File: src/pkg/ssm_pkg.sv
// Constants, types and register map of the clocked serial port block
//------------------------------------------------------------------------------
//------------------------------------------------------------------------------
package ssm_pkg;

  // Register byte addresses
  localparam logic [7:0] ADDR_RX_STATUS_CONTROL = 8'h00;
  localparam logic [7:0] ADDR_RECEIVE_BUFFER    = 8'h04;
  localparam logic [7:0] ADDR_TX_STATUS_CONTROL = 8'h08;
  localparam logic [7:0] ADDR_BAUD_CONTROL      = 8'h0C;
  localparam logic [7:0] ADDR_DIVISOR_HIGH      = 8'h10;
  localparam logic [7:0] ADDR_DIVISOR_LOW       = 8'h14;
  localparam logic [7:0] ADDR_TRANSMIT_BUFFER   = 8'h18;
  localparam logic [7:0] ADDR_FLAGS             = 8'h1C;
  localparam logic [7:0] ADDR_IRQ_ENABLE        = 8'h20;

  // Receive status/control bit positions
  localparam int RS_SERIAL_PORT_ENABLE = 7;
  localparam int RS_NINE_BIT_RECEIVE   = 6;
  localparam int RS_SINGLE_RECEIVE     = 5;
  localparam int RS_CONT_RECEIVE       = 4;
  localparam int RS_OVERRUN_ERROR      = 1;
  localparam int RS_NINTH_RECEIVED     = 0;

  // Transmit status/control bit positions
  localparam int TS_MASTER_CLOCK_SOURCE = 7;
  localparam int TS_NINE_BIT_TRANSMIT   = 6;
  localparam int TS_TRANSMIT_ENABLE     = 5;
  localparam int TS_CLOCKED_MODE        = 4;
  localparam int TS_SHIFTER_EMPTY       = 1;
  localparam int TS_NINTH_TRANSMIT      = 0;

  // Baud control, flag and interrupt enable bit positions
  localparam int BC_RECEIVE_IDLE        = 6;
  localparam int BC_CLOCK_IDLE_POLARITY = 4;
  localparam int BC_WIDE_DIVIDER        = 3;
  localparam int FL_RECEIVE_COMPLETE    = 5;
  localparam int FL_TX_BUFFER_EMPTY     = 4;

  // Reset values
  localparam logic [7:0] RST_DIVISOR = 8'h00;
  localparam logic [7:0] RST_CONTROL = 8'h00;

  // Bus answers
  localparam logic [1:0] RESP_OKAY   = 2'h0;
  localparam logic [1:0] RESP_SLVERR = 2'h2;

  // Word length steps
  localparam logic [3:0] LAST_BIT_8 = 4'h7;
  localparam logic [3:0] LAST_BIT_9 = 4'h8;

  typedef enum logic [1:0] {SSM_IDLE, SSM_RX, SSM_TX} ssm_mode_e;

  // Index of last bit of a word
  function automatic logic [3:0] ssm_last_bit(input logic nine);
    ssm_last_bit = nine ? LAST_BIT_9 : LAST_BIT_8;
  endfunction

endpackage

File: src/hw/ssm_brg.sv
// Divisor-driven tick generator for the master shift clock
`timescale 1ns/100ps
module ssm_brg
  import ssm_pkg::*;
(
  // Clock and reset
  input  wire logic        CLK,
  input  wire logic        NRST,
  // Control
  input  wire logic        EN,
  input  wire logic        WIDE,
  input  wire logic [15:0] DIV,
  // Half-period tick
  output logic             TICK
);

  typedef struct packed {
    logic [15:0] cnt;
    logic        tick;
  } ssm_brg_s;

  ssm_brg_s st_r;
  ssm_brg_s st_nxt;
  logic [15:0] limit;

  //----------------------------------------------------------------------------
  // Counter
  //----------------------------------------------------------------------------
  // Narrow mode ignores the high byte so old contents cannot stretch the rate
  assign limit = WIDE ? DIV : {8'h00, DIV[7:0]};

  always_comb
  begin
    st_nxt      = st_r;
    st_nxt.tick = 1'b0;
    if (!EN)
      st_nxt.cnt = 16'h0000;
    else if (st_r.cnt >= limit)
    begin
      st_nxt.cnt  = 16'h0000;
      st_nxt.tick = 1'b1;
    end
    else
      st_nxt.cnt = st_r.cnt + 16'h0001;
  end

  always_ff @(posedge CLK)
  begin
    if (!NRST)
      st_r <= '0;
    else
      st_r <= st_nxt;
  end

  assign TICK = st_r.tick;

endmodule

File: src/hw/ssm_port.sv
// Clocked serial port: master receive, slave/master transmit, register slave
//
// Register access over AXI4-Lite and the register offsets are this design's own decisions.
`timescale 1ns/100ps
module ssm_port
  import ssm_pkg::*;
(
  // Clock and reset
  input  wire logic        CLK,
  input  wire logic        NRST,
  // AXI4-Lite write address and data
  input  wire logic [7:0]  S_AXI_AWADDR,
  input  wire logic        S_AXI_AWVALID,
  output logic             S_AXI_AWREADY,
  input  wire logic [31:0] S_AXI_WDATA,
  input  wire logic [3:0]  S_AXI_WSTRB,
  input  wire logic        S_AXI_WVALID,
  output logic             S_AXI_WREADY,
  // AXI4-Lite write response
  output logic [1:0]       S_AXI_BRESP,
  output logic             S_AXI_BVALID,
  input  wire logic        S_AXI_BREADY,
  // AXI4-Lite read
  input  wire logic [7:0]  S_AXI_ARADDR,
  input  wire logic        S_AXI_ARVALID,
  output logic             S_AXI_ARREADY,
  output logic [31:0]      S_AXI_RDATA,
  output logic [1:0]       S_AXI_RRESP,
  output logic             S_AXI_RVALID,
  input  wire logic        S_AXI_RREADY,
  // Shift clock pin
  input  wire logic        SHIFT_CLOCK_PIN_I,
  output logic             SHIFT_CLOCK_PIN_O,
  output logic             SHIFT_CLOCK_PIN_OE,
  // Data pin
  input  wire logic        DATA_PIN_I,
  output logic             DATA_PIN_O,
  output logic             DATA_PIN_OE,
  // Power state and requests
  input  wire logic        SLEEP,
  output logic             RX_IRQ,
  output logic             TX_IRQ,
  output logic             WAKE
);

  typedef struct packed {
    // Bus slave
    logic        aw_got;
    logic [7:0]  aw_addr;
    logic        w_got;
    logic [7:0]  w_data;
    logic        w_strb;
    logic        bvalid;
    logic [1:0]  bresp;
    logic        rvalid;
    logic [31:0] rdata;
    logic [1:0]  rresp;
    // Software registers
    logic        port_en;
    logic        rx9;
    logic        single_receive_enable;
    logic        continuous_receive_enable;
    logic        overrun_error;
    logic        ninth_received_bit;
    logic        master_clock_source;
    logic        tx9;
    logic        transmit_enable;
    logic        sync;
    logic        ninth_transmit_bit;
    logic        clock_idle_polarity;
    logic        wide_divider_select;
    logic [7:0]  div_hi;
    logic [7:0]  div_lo;
    logic        receive_complete_irq_enable;
    logic        transmit_buffer_empty_irq_enable;
    // Engine
    ssm_mode_e   mode;
    logic [7:0]  rx_buf;
    logic        receive_complete_flag;
    logic [7:0]  tx_buf;
    logic        tx_buf_full;
    logic        transmit_buffer_empty_flag;
    logic [8:0]  shifter;
    logic [3:0]  bit_cnt;
    logic        ck_active;
    logic        ck_in_d;
    logic        dt_out;
  } ssm_port_s;

  ssm_port_s   st_r;
  ssm_port_s   st_nxt;
  logic        brg_tick;
  logic        brg_en;
  logic        master;
  logic        cfg_ok;

  //----------------------------------------------------------------------------
  // Shift clock divider
  //----------------------------------------------------------------------------
  assign master = st_r.master_clock_source;
  assign cfg_ok = st_r.port_en & st_r.sync;
  // Divider only runs while a master word is being clocked
  assign brg_en = master & (st_r.mode != SSM_IDLE);

  ssm_brg u_brg (
    .CLK  (CLK),
    .NRST (NRST),
    .EN   (brg_en),
    .WIDE (st_r.wide_divider_select),
    .DIV  ({st_r.div_hi, st_r.div_lo}),
    .TICK (brg_tick)
  );

  //----------------------------------------------------------------------------
  // Next state
  //----------------------------------------------------------------------------
  always_comb
  begin
    logic       wr_go;
    logic       rd_go;
    logic       trail;
    logic       rx_start;
    logic       tx_start;
    logic [3:0] last;
    st_nxt   = st_r;
    wr_go    = 1'b0;
    rd_go    = 1'b0;
    trail    = 1'b0;
    rx_start = 1'b0;
    tx_start = 1'b0;
    last     = 4'h0;

    // Write channels: address and data taken in either order
    if (S_AXI_AWVALID && S_AXI_AWREADY)
    begin
      st_nxt.aw_got  = 1'b1;
      st_nxt.aw_addr = S_AXI_AWADDR;
    end
    if (S_AXI_WVALID && S_AXI_WREADY)
    begin
      st_nxt.w_got  = 1'b1;
      st_nxt.w_data = S_AXI_WDATA[7:0];
      st_nxt.w_strb = S_AXI_WSTRB[0];
    end
    if (S_AXI_BVALID && S_AXI_BREADY)
      st_nxt.bvalid = 1'b0;
    if (st_r.aw_got && st_r.w_got && !st_r.bvalid)
    begin
      wr_go         = 1'b1;
      st_nxt.aw_got = 1'b0;
      st_nxt.w_got  = 1'b0;
      st_nxt.bvalid = 1'b1;
      st_nxt.bresp  = RESP_OKAY;
    end

    // Register writes; only the low byte lane carries data
    if (wr_go)
    begin
      case (st_r.aw_addr)
        ADDR_RX_STATUS_CONTROL:
          if (st_r.w_strb)
          begin
            st_nxt.port_en = st_r.w_data[RS_SERIAL_PORT_ENABLE];
            st_nxt.rx9     = st_r.w_data[RS_NINE_BIT_RECEIVE];
            st_nxt.single_receive_enable    = st_r.w_data[RS_SINGLE_RECEIVE];
            st_nxt.continuous_receive_enable    = st_r.w_data[RS_CONT_RECEIVE];
            if (!st_r.w_data[RS_CONT_RECEIVE])
              st_nxt.overrun_error = 1'b0;
          end
        ADDR_TX_STATUS_CONTROL:
          if (st_r.w_strb)
          begin
            st_nxt.master_clock_source = st_r.w_data[TS_MASTER_CLOCK_SOURCE];
            st_nxt.tx9  = st_r.w_data[TS_NINE_BIT_TRANSMIT];
            st_nxt.transmit_enable = st_r.w_data[TS_TRANSMIT_ENABLE];
            st_nxt.sync = st_r.w_data[TS_CLOCKED_MODE];
            st_nxt.ninth_transmit_bit = st_r.w_data[TS_NINTH_TRANSMIT];
          end
        ADDR_BAUD_CONTROL:
          if (st_r.w_strb)
          begin
            st_nxt.clock_idle_polarity  = st_r.w_data[BC_CLOCK_IDLE_POLARITY];
            st_nxt.wide_divider_select = st_r.w_data[BC_WIDE_DIVIDER];
          end
        ADDR_DIVISOR_HIGH:
          if (st_r.w_strb)
            st_nxt.div_hi = st_r.w_data;
        ADDR_DIVISOR_LOW:
          if (st_r.w_strb)
            st_nxt.div_lo = st_r.w_data;
        ADDR_TRANSMIT_BUFFER:
          if (st_r.w_strb)
          begin
            st_nxt.tx_buf      = st_r.w_data;
            st_nxt.tx_buf_full = 1'b1;
            st_nxt.transmit_buffer_empty_flag        = 1'b0;
          end
        ADDR_IRQ_ENABLE:
          if (st_r.w_strb)
          begin
            st_nxt.receive_complete_irq_enable = st_r.w_data[FL_RECEIVE_COMPLETE];
            st_nxt.transmit_buffer_empty_irq_enable = st_r.w_data[FL_TX_BUFFER_EMPTY];
          end
        ADDR_RECEIVE_BUFFER,
        ADDR_FLAGS:
          st_nxt.bresp = RESP_OKAY;
        default:
          st_nxt.bresp = RESP_SLVERR;
      endcase
    end

    // Read channel; read data is captured when the address is taken
    if (S_AXI_RVALID && S_AXI_RREADY)
      st_nxt.rvalid = 1'b0;
    if (S_AXI_ARVALID && S_AXI_ARREADY)
    begin
      rd_go         = 1'b1;
      st_nxt.rvalid = 1'b1;
      st_nxt.rresp  = RESP_OKAY;
      st_nxt.rdata  = 32'h0000_0000;
      case (S_AXI_ARADDR)
        ADDR_RX_STATUS_CONTROL:
          st_nxt.rdata[7:0] = {st_r.port_en, st_r.rx9, st_r.single_receive_enable,
                               st_r.continuous_receive_enable, 2'b00, st_r.overrun_error, st_r.ninth_received_bit};
        ADDR_RECEIVE_BUFFER:
        begin
          st_nxt.rdata[7:0] = st_r.rx_buf;
          st_nxt.receive_complete_flag       = 1'b0;
        end
        ADDR_TX_STATUS_CONTROL:
          st_nxt.rdata[7:0] = {st_r.master_clock_source, st_r.tx9, st_r.transmit_enable, st_r.sync,
                               2'b00, (st_r.mode != SSM_TX), st_r.ninth_transmit_bit};
        ADDR_BAUD_CONTROL:
          st_nxt.rdata[7:0] = {1'b0, (st_r.mode != SSM_RX), 1'b0,
                               st_r.clock_idle_polarity, st_r.wide_divider_select, 3'b000};
        ADDR_DIVISOR_HIGH:
          st_nxt.rdata[7:0] = st_r.div_hi;
        ADDR_DIVISOR_LOW:
          st_nxt.rdata[7:0] = st_r.div_lo;
        ADDR_TRANSMIT_BUFFER:
          st_nxt.rdata[7:0] = st_r.tx_buf;
        ADDR_FLAGS:
          st_nxt.rdata[7:0] = {2'b00, st_r.receive_complete_flag, st_r.transmit_buffer_empty_flag, 4'h0};
        ADDR_IRQ_ENABLE:
          st_nxt.rdata[7:0] = {2'b00, st_r.receive_complete_irq_enable, st_r.transmit_buffer_empty_irq_enable, 4'h0};
        default:
          st_nxt.rresp = RESP_SLVERR;
      endcase
    end

    // Clock edges: generated in master mode, taken from the pin in slave mode
    st_nxt.ck_in_d = SHIFT_CLOCK_PIN_I;
    if (master)
    begin
      if (st_r.mode == SSM_IDLE)
        st_nxt.ck_active = 1'b0;
      else if (brg_tick)
      begin
        st_nxt.ck_active = !st_r.ck_active;
        trail            = st_r.ck_active;
      end
    end
    else
    begin
      st_nxt.ck_active = 1'b0;
      // Slave edges run on the pin alone, so sleep does not stop them
      trail = (SHIFT_CLOCK_PIN_I != st_r.ck_in_d)
            && (SHIFT_CLOCK_PIN_I == st_r.clock_idle_polarity);
    end

    // Engine
    case (st_r.mode)
      SSM_IDLE:
      begin
        st_nxt.bit_cnt = 4'h0;
        // Pending transmit wins; a receive only starts from idle
        tx_start = cfg_ok && st_r.transmit_enable && st_r.tx_buf_full;
        rx_start = cfg_ok && master && !st_r.overrun_error
                && (st_r.single_receive_enable || st_r.continuous_receive_enable) && !tx_start;
        if (rx_start)
          st_nxt.mode = SSM_RX;
      end
      SSM_RX:
      begin
        last = ssm_last_bit(st_r.rx9);
        if (!cfg_ok || !master || !(st_r.single_receive_enable || st_r.continuous_receive_enable))
          st_nxt.mode = SSM_IDLE;
        else if (trail)
        begin
          st_nxt.shifter[st_r.bit_cnt] = DATA_PIN_I;
          if (st_r.bit_cnt == last)
          begin
            st_nxt.bit_cnt = 4'h0;
            // An unread word is kept; the newcomer is lost
            if (st_r.receive_complete_flag && st_nxt.receive_complete_flag)
              st_nxt.overrun_error = 1'b1;
            else
            begin
              st_nxt.rx_buf = {DATA_PIN_I, st_r.shifter[6:0]};
              if (st_r.rx9)
              begin
                st_nxt.rx_buf = st_r.shifter[7:0];
                st_nxt.ninth_received_bit   = DATA_PIN_I;
              end
              st_nxt.receive_complete_flag = 1'b1;
            end
            if (!st_r.continuous_receive_enable)
            begin
              st_nxt.single_receive_enable = 1'b0;
              st_nxt.mode = SSM_IDLE;
            end
            else if (st_nxt.overrun_error)
              st_nxt.mode = SSM_IDLE;
          end
          else
            st_nxt.bit_cnt = st_r.bit_cnt + 4'h1;
        end
      end
      SSM_TX:
      begin
        last = ssm_last_bit(st_r.tx9);
        if (!cfg_ok || !st_r.transmit_enable)
          st_nxt.mode = SSM_IDLE;
        else if (trail)
        begin
          if (st_r.bit_cnt == last)
          begin
            st_nxt.bit_cnt = 4'h0;
            // Back-to-back reload keeps the line busy with no idle gap
            tx_start = st_r.tx_buf_full;
            if (!tx_start)
              st_nxt.mode = SSM_IDLE;
          end
          else
          begin
            st_nxt.bit_cnt = st_r.bit_cnt + 4'h1;
            st_nxt.dt_out  = st_r.shifter[st_r.bit_cnt + 4'h1];
          end
        end
      end
      default:
        st_nxt.mode = SSM_IDLE;
    endcase

    // Buffer to shifter move; apart from reset, flag sets here and nowhere else
    if (tx_start)
    begin
      st_nxt.mode        = SSM_TX;
      st_nxt.bit_cnt     = 4'h0;
      st_nxt.shifter     = {st_r.ninth_transmit_bit, st_r.tx_buf};
      st_nxt.dt_out      = st_r.tx_buf[0];
      st_nxt.tx_buf_full = 1'b0;
      st_nxt.transmit_buffer_empty_flag        = 1'b1;
    end
  end

  //----------------------------------------------------------------------------
  // State register
  //----------------------------------------------------------------------------
  always_ff @(posedge CLK)
  begin
    if (!NRST)
    begin
      st_r         <= '0;
      st_r.mode    <= SSM_IDLE;
      st_r.div_hi  <= RST_DIVISOR;
      st_r.div_lo  <= RST_DIVISOR;
      st_r.tx_buf  <= RST_CONTROL;
      st_r.rx_buf  <= RST_CONTROL;
      st_r.transmit_buffer_empty_flag    <= 1'b1; // Buffer starts empty
      st_r.ck_in_d <= 1'b0;
    end
    else
      st_r <= st_nxt;
  end

  //----------------------------------------------------------------------------
  // Outputs
  //----------------------------------------------------------------------------
  assign S_AXI_AWREADY = !st_r.aw_got && !st_r.bvalid;
  assign S_AXI_WREADY  = !st_r.w_got && !st_r.bvalid;
  assign S_AXI_BVALID  = st_r.bvalid;
  assign S_AXI_BRESP   = st_r.bresp;
  assign S_AXI_ARREADY = !st_r.rvalid;
  assign S_AXI_RVALID  = st_r.rvalid;
  assign S_AXI_RDATA   = st_r.rdata;
  assign S_AXI_RRESP   = st_r.rresp;

  // Master drives the clock; idle level is the polarity bit
  assign SHIFT_CLOCK_PIN_O  = st_r.clock_idle_polarity ^ st_r.ck_active;
  assign SHIFT_CLOCK_PIN_OE = cfg_ok && master;
  assign DATA_PIN_O         = st_r.dt_out;
  assign DATA_PIN_OE        = cfg_ok && (st_r.mode == SSM_TX);

  // Flags raise requests only through their enables
  assign RX_IRQ = st_r.receive_complete_flag && st_r.receive_complete_irq_enable;
  assign TX_IRQ = st_r.transmit_buffer_empty_flag && st_r.transmit_buffer_empty_irq_enable;
  assign WAKE   = SLEEP && (RX_IRQ || TX_IRQ);

endmodule

File: config.mk
export PLATFORM = sky130hd
export DESIGN_NAME = ssm_port
export DESIGN_NICKNAME = d
export VERILOG_FILES = /design/src/pkg/ssm_pkg.sv /design/src/hw/ssm_brg.sv /design/src/hw/ssm_port.sv
export SDC_FILE = /design/constraint.sdc
export NUM_CORES = 1
export LEC_CHECK = 0
export ABC_AREA = 1
export BUFFER_PORTS_ARGS = -buffer_cell sky130_fd_sc_hd__buf_2
export CAP_MARGIN = 20
export CORE_AREA = 2 2 149 151
export DETAILED_ROUTE_END_ITERATION = 7
export DIE_AREA = 0 0 151 153
export HOLD_SLACK_MARGIN = 0.06
export MAX_ROUTING_LAYER = met4
export SETUP_SLACK_MARGIN = 0.02
export SYNTH_ARGS = -nofsm -noshare
export SYNTH_HDL_FRONTEND = slang
export SYNTH_SLANG_ARGS = --single-unit
export TNS_END_PERCENT = 5
File: constraint.sdc
create_clock -name CLK -period 2.6 [get_ports CLK]
set_input_delay 0 -clock CLK [delete_from_list [all_inputs] [get_ports CLK]]
set_output_delay 0 -clock CLK [all_outputs]
set_load 0.005 [all_outputs]
==> impl_results.md <==
- Cts bufs inserted: 17
- Dpl cell area: 0.00676 mm²
- Layout Cells excl Fill: 1269
- Chip width: 151 µm
- Reg2reg end: u_brg.st_r[4]$_SDFF_PP0_
- Final slew viol count: 0
- Worst Setup SP: st_r[55]$_SDFFE_PN0P_
- DRC: 0
- Grt ovf: 0
- Post-synth EDFFs: 0
- Core Rows: 54
- Port bufs: 57
- Initial antenna violation count: 0
- Req. time, crit path: 2.90 ns
- Clock transition at the registers of the reported paths: 0.05 ns
- CP bufs+invs: 2
- CTS tree: yes
- Antenna-violating nets left: 0
- CP Data Arrival Time: 2.42 ns
- Syn Std Cell Area: 0.00635 mm²
- Chip height: 153 µm
- Post-synth top area cell: dfxtp_1
- Synth Warn #: 0
- Place WS: 0.480 ns
- Wire length per cell: 13.1 µm
- Share of cells above drive strength 1: 13.4%
- Via count: 5833
- Sequential-to-total area share from yosys stat: 36.9%
- Top cells by area, synth: dfxtp_1 37%, nand2_1 7.4%, nor2_1 7.3%, a21oi_1 6.8%, inv_1 6.7%
- Clock skew: 0.00953 ns
- Crit path kind: flip-flop to flip-flop
- H-tree levels: 4
- Hpwl dp: 12.6 mm
- Largest net degree at the start of global routing: 45
- Placed insts: 1212
- Layout area overhead: 19.8%
- Total track usage: 15.6%
- Number of diodes: 0
- FF-to-FF path depth: 10
- Setup crit end kind: flip-flop
- Fmax: 473 MHz
- Post-cts resize count: 0
- Status: completed
- Detailed Route Iter0 Violations: 398
- NumNets Final: 1063
- Main synth FF type: dfxtp_1
- Ys async rst share: 0%
- Final Total Pwr: 4580 µW
- #FFs+latches synth: 117
- Routability congestion estimate: 0.871
- Min Tclk post-route: 2.11 ns
- Core region area: 0.0215 mm²
- CTS sink count: 117
- Crit path launch type: flip-flop
- Final setup viols: 0
- Setup TNS Final: 0 ns
- Worst-Margin Slew: 0.719 ns
- Setup slack after layout: 0.487 ns
- Unrepaired setup endpoints after global routing: false
- Top-area cell type share of the netlist area: 36.9%
- Via density: 4.60
- Max-cap violations: 0
- Slew HR: 51.7%
- Crit-path slowest cell: dfxtp_1
- Worst VDD drop: 0.445 mV
- Drt pass-1 iters: 5
- Part of the cycle the worst path needs: 81.3%
- CTS Root Cell: clkbuf_16
- Worst stage delay on the critical path: 0.54 ns
- Post-synthesis cell count: 900
- Postcts setup bufs: 0
- WHS Endpoint: S_AXI_RRESP[1]$_SDFFE_PN0P_
- Crit-path cells: nand2_1, ha_1, nand2_1, inv_1, nand3_1, nor3_1, nand3_1, nand4_1, buf_4, nor2_1
- Synth cell types: 44
- Top Ports: 110
- Most frequent cell after synthesis: nand2_1
- Hold Crit Class: input pin to flip-flop
- R2r setup slk: 0.49 ns
- Die area: 0.0231 mm²
- Final Hold Viols: 0
- CTS Hold Buffers Added: 25
- Cell area after layout: 0.00761 mm²
- Hold path depth: 5
- Total wire length: 16.7 mm
- Top cells by count, synth: 125 x nand2_1, 123 x nor2_1, 117 x dfxtp_1, 113 x inv_1, 86 x a21oi_1
- Crit-path max FO: 16
- Hold path start: S_AXI_ARVALID
- Later-pin clock latency in the skew report: 0.42 ns
- Initial Util: 29.5%
- LEAKAGE: 0.00315 µW
- Average instance area after synthesis: 7.05 µm²
- Vias in the first global route: 5501
- CP delay by family, top: simple AND/OR/NAND/NOR gates
- PwrDens: 602 mW/mm²
- First-pass GRT wire length: 27.4 mm
- Reg2reg start: st_r[55]$_SDFFE_PN0P_
- Max Root-Sink Buffers: 2
## logic make-up after synthesis
group | after synthesis | share of synthesized area [%]
flops | 117 | 36.9
buf+inv | 180 | 13.2
fa+ha+maj | 25 | 4.93
compound gates | 196 | 16.5
simple gates | 364 | 26.1
xor+xnor | 17 | 2.35
other cells | 1 | 0.0591
## flip-flops by register name, indices dropped and copies added, names as in the netlist, named ones only
register      count
u_brg.TICK        1
DATA_PIN_O        1
u_brg.st_r       16
S_AXI_BRESP       1
master            1
S_AXI_RDATA       8
st_r             85
S_AXI_RVALID      1
S_AXI_RRESP       1
S_AXI_BVALID      1
## routing by layer
metal | global-route usage (%) | up-vias | routed length (µm)
li1 | - | 3013 | -
met1 | 21.0 | 2620 | 8170
met2 | 23.1 | 183 | 7200
met3 | 3.55 | 17 | 994
met4 | 5.03 | 0 | 289
met5 | - | - | 0
## tightest hold or removal path, cell delays in order
cell and delay (ns):
buf_2 0.08, inv_1 0.03, nor2_1 0.08, buf_4 0.19
a21oi_1 0.08
## stage by stage
stage / hold WS (ns) / utilization (%)
after global placement: 0.209 / 31.5
after CTS: 0.0724 / 35.4
after global routing: 0.0957 / 35.4
after floorplan: 0.0935 / -
after detailed placement: 0.220 / 31.5
final: 0.0859 / 35.4
## power by group
| part | leakage (µW) | internal (µW) | switching [µW] |
|---|---|---|---|
| registers | 0.000948 | 1830 | 31.2 |
| clock network | 0.000291 | 1550 | 831 |
| logic | 0.00192 | 118 | 213 |
| total | 0.00315 | 3500 | 1070 |
## how the worst max path moves through the flow
stage               cells past startpoint                         to
global placement                        8       st_r[4]$_SDFFE_PP0P_
detailed placement                      8       st_r[6]$_SDFFE_PP0P_
global route                           10   u_brg.st_r[1]$_SDFF_PP0_
floorplan                              11  u_brg.st_r[10]$_SDFF_PP0_
CTS                                     8       st_r[6]$_SDFFE_PP0P_
finish                                 10   u_brg.st_r[4]$_SDFF_PP0_
## placed cells by master, fill, tap and decap left out, types with 57 or more instances in the layout
master   instances
nand2_1        125
nor2_1         123
dfxtp_1        117
inv_1          113
a21oi_1         86
o21ai_0         84
nand3_1         70
buf_2           57
## layout make-up
type	count	area (µm²)
clock inverters	9	126
multi-input cells	627	3260
well taps	280	350
flip-flops and latches	117	2340
inverters	121	454
fillers	2315	13900
clock buffers	23	468
repair buffers	92	611
(Power assumes the default switching activity.)
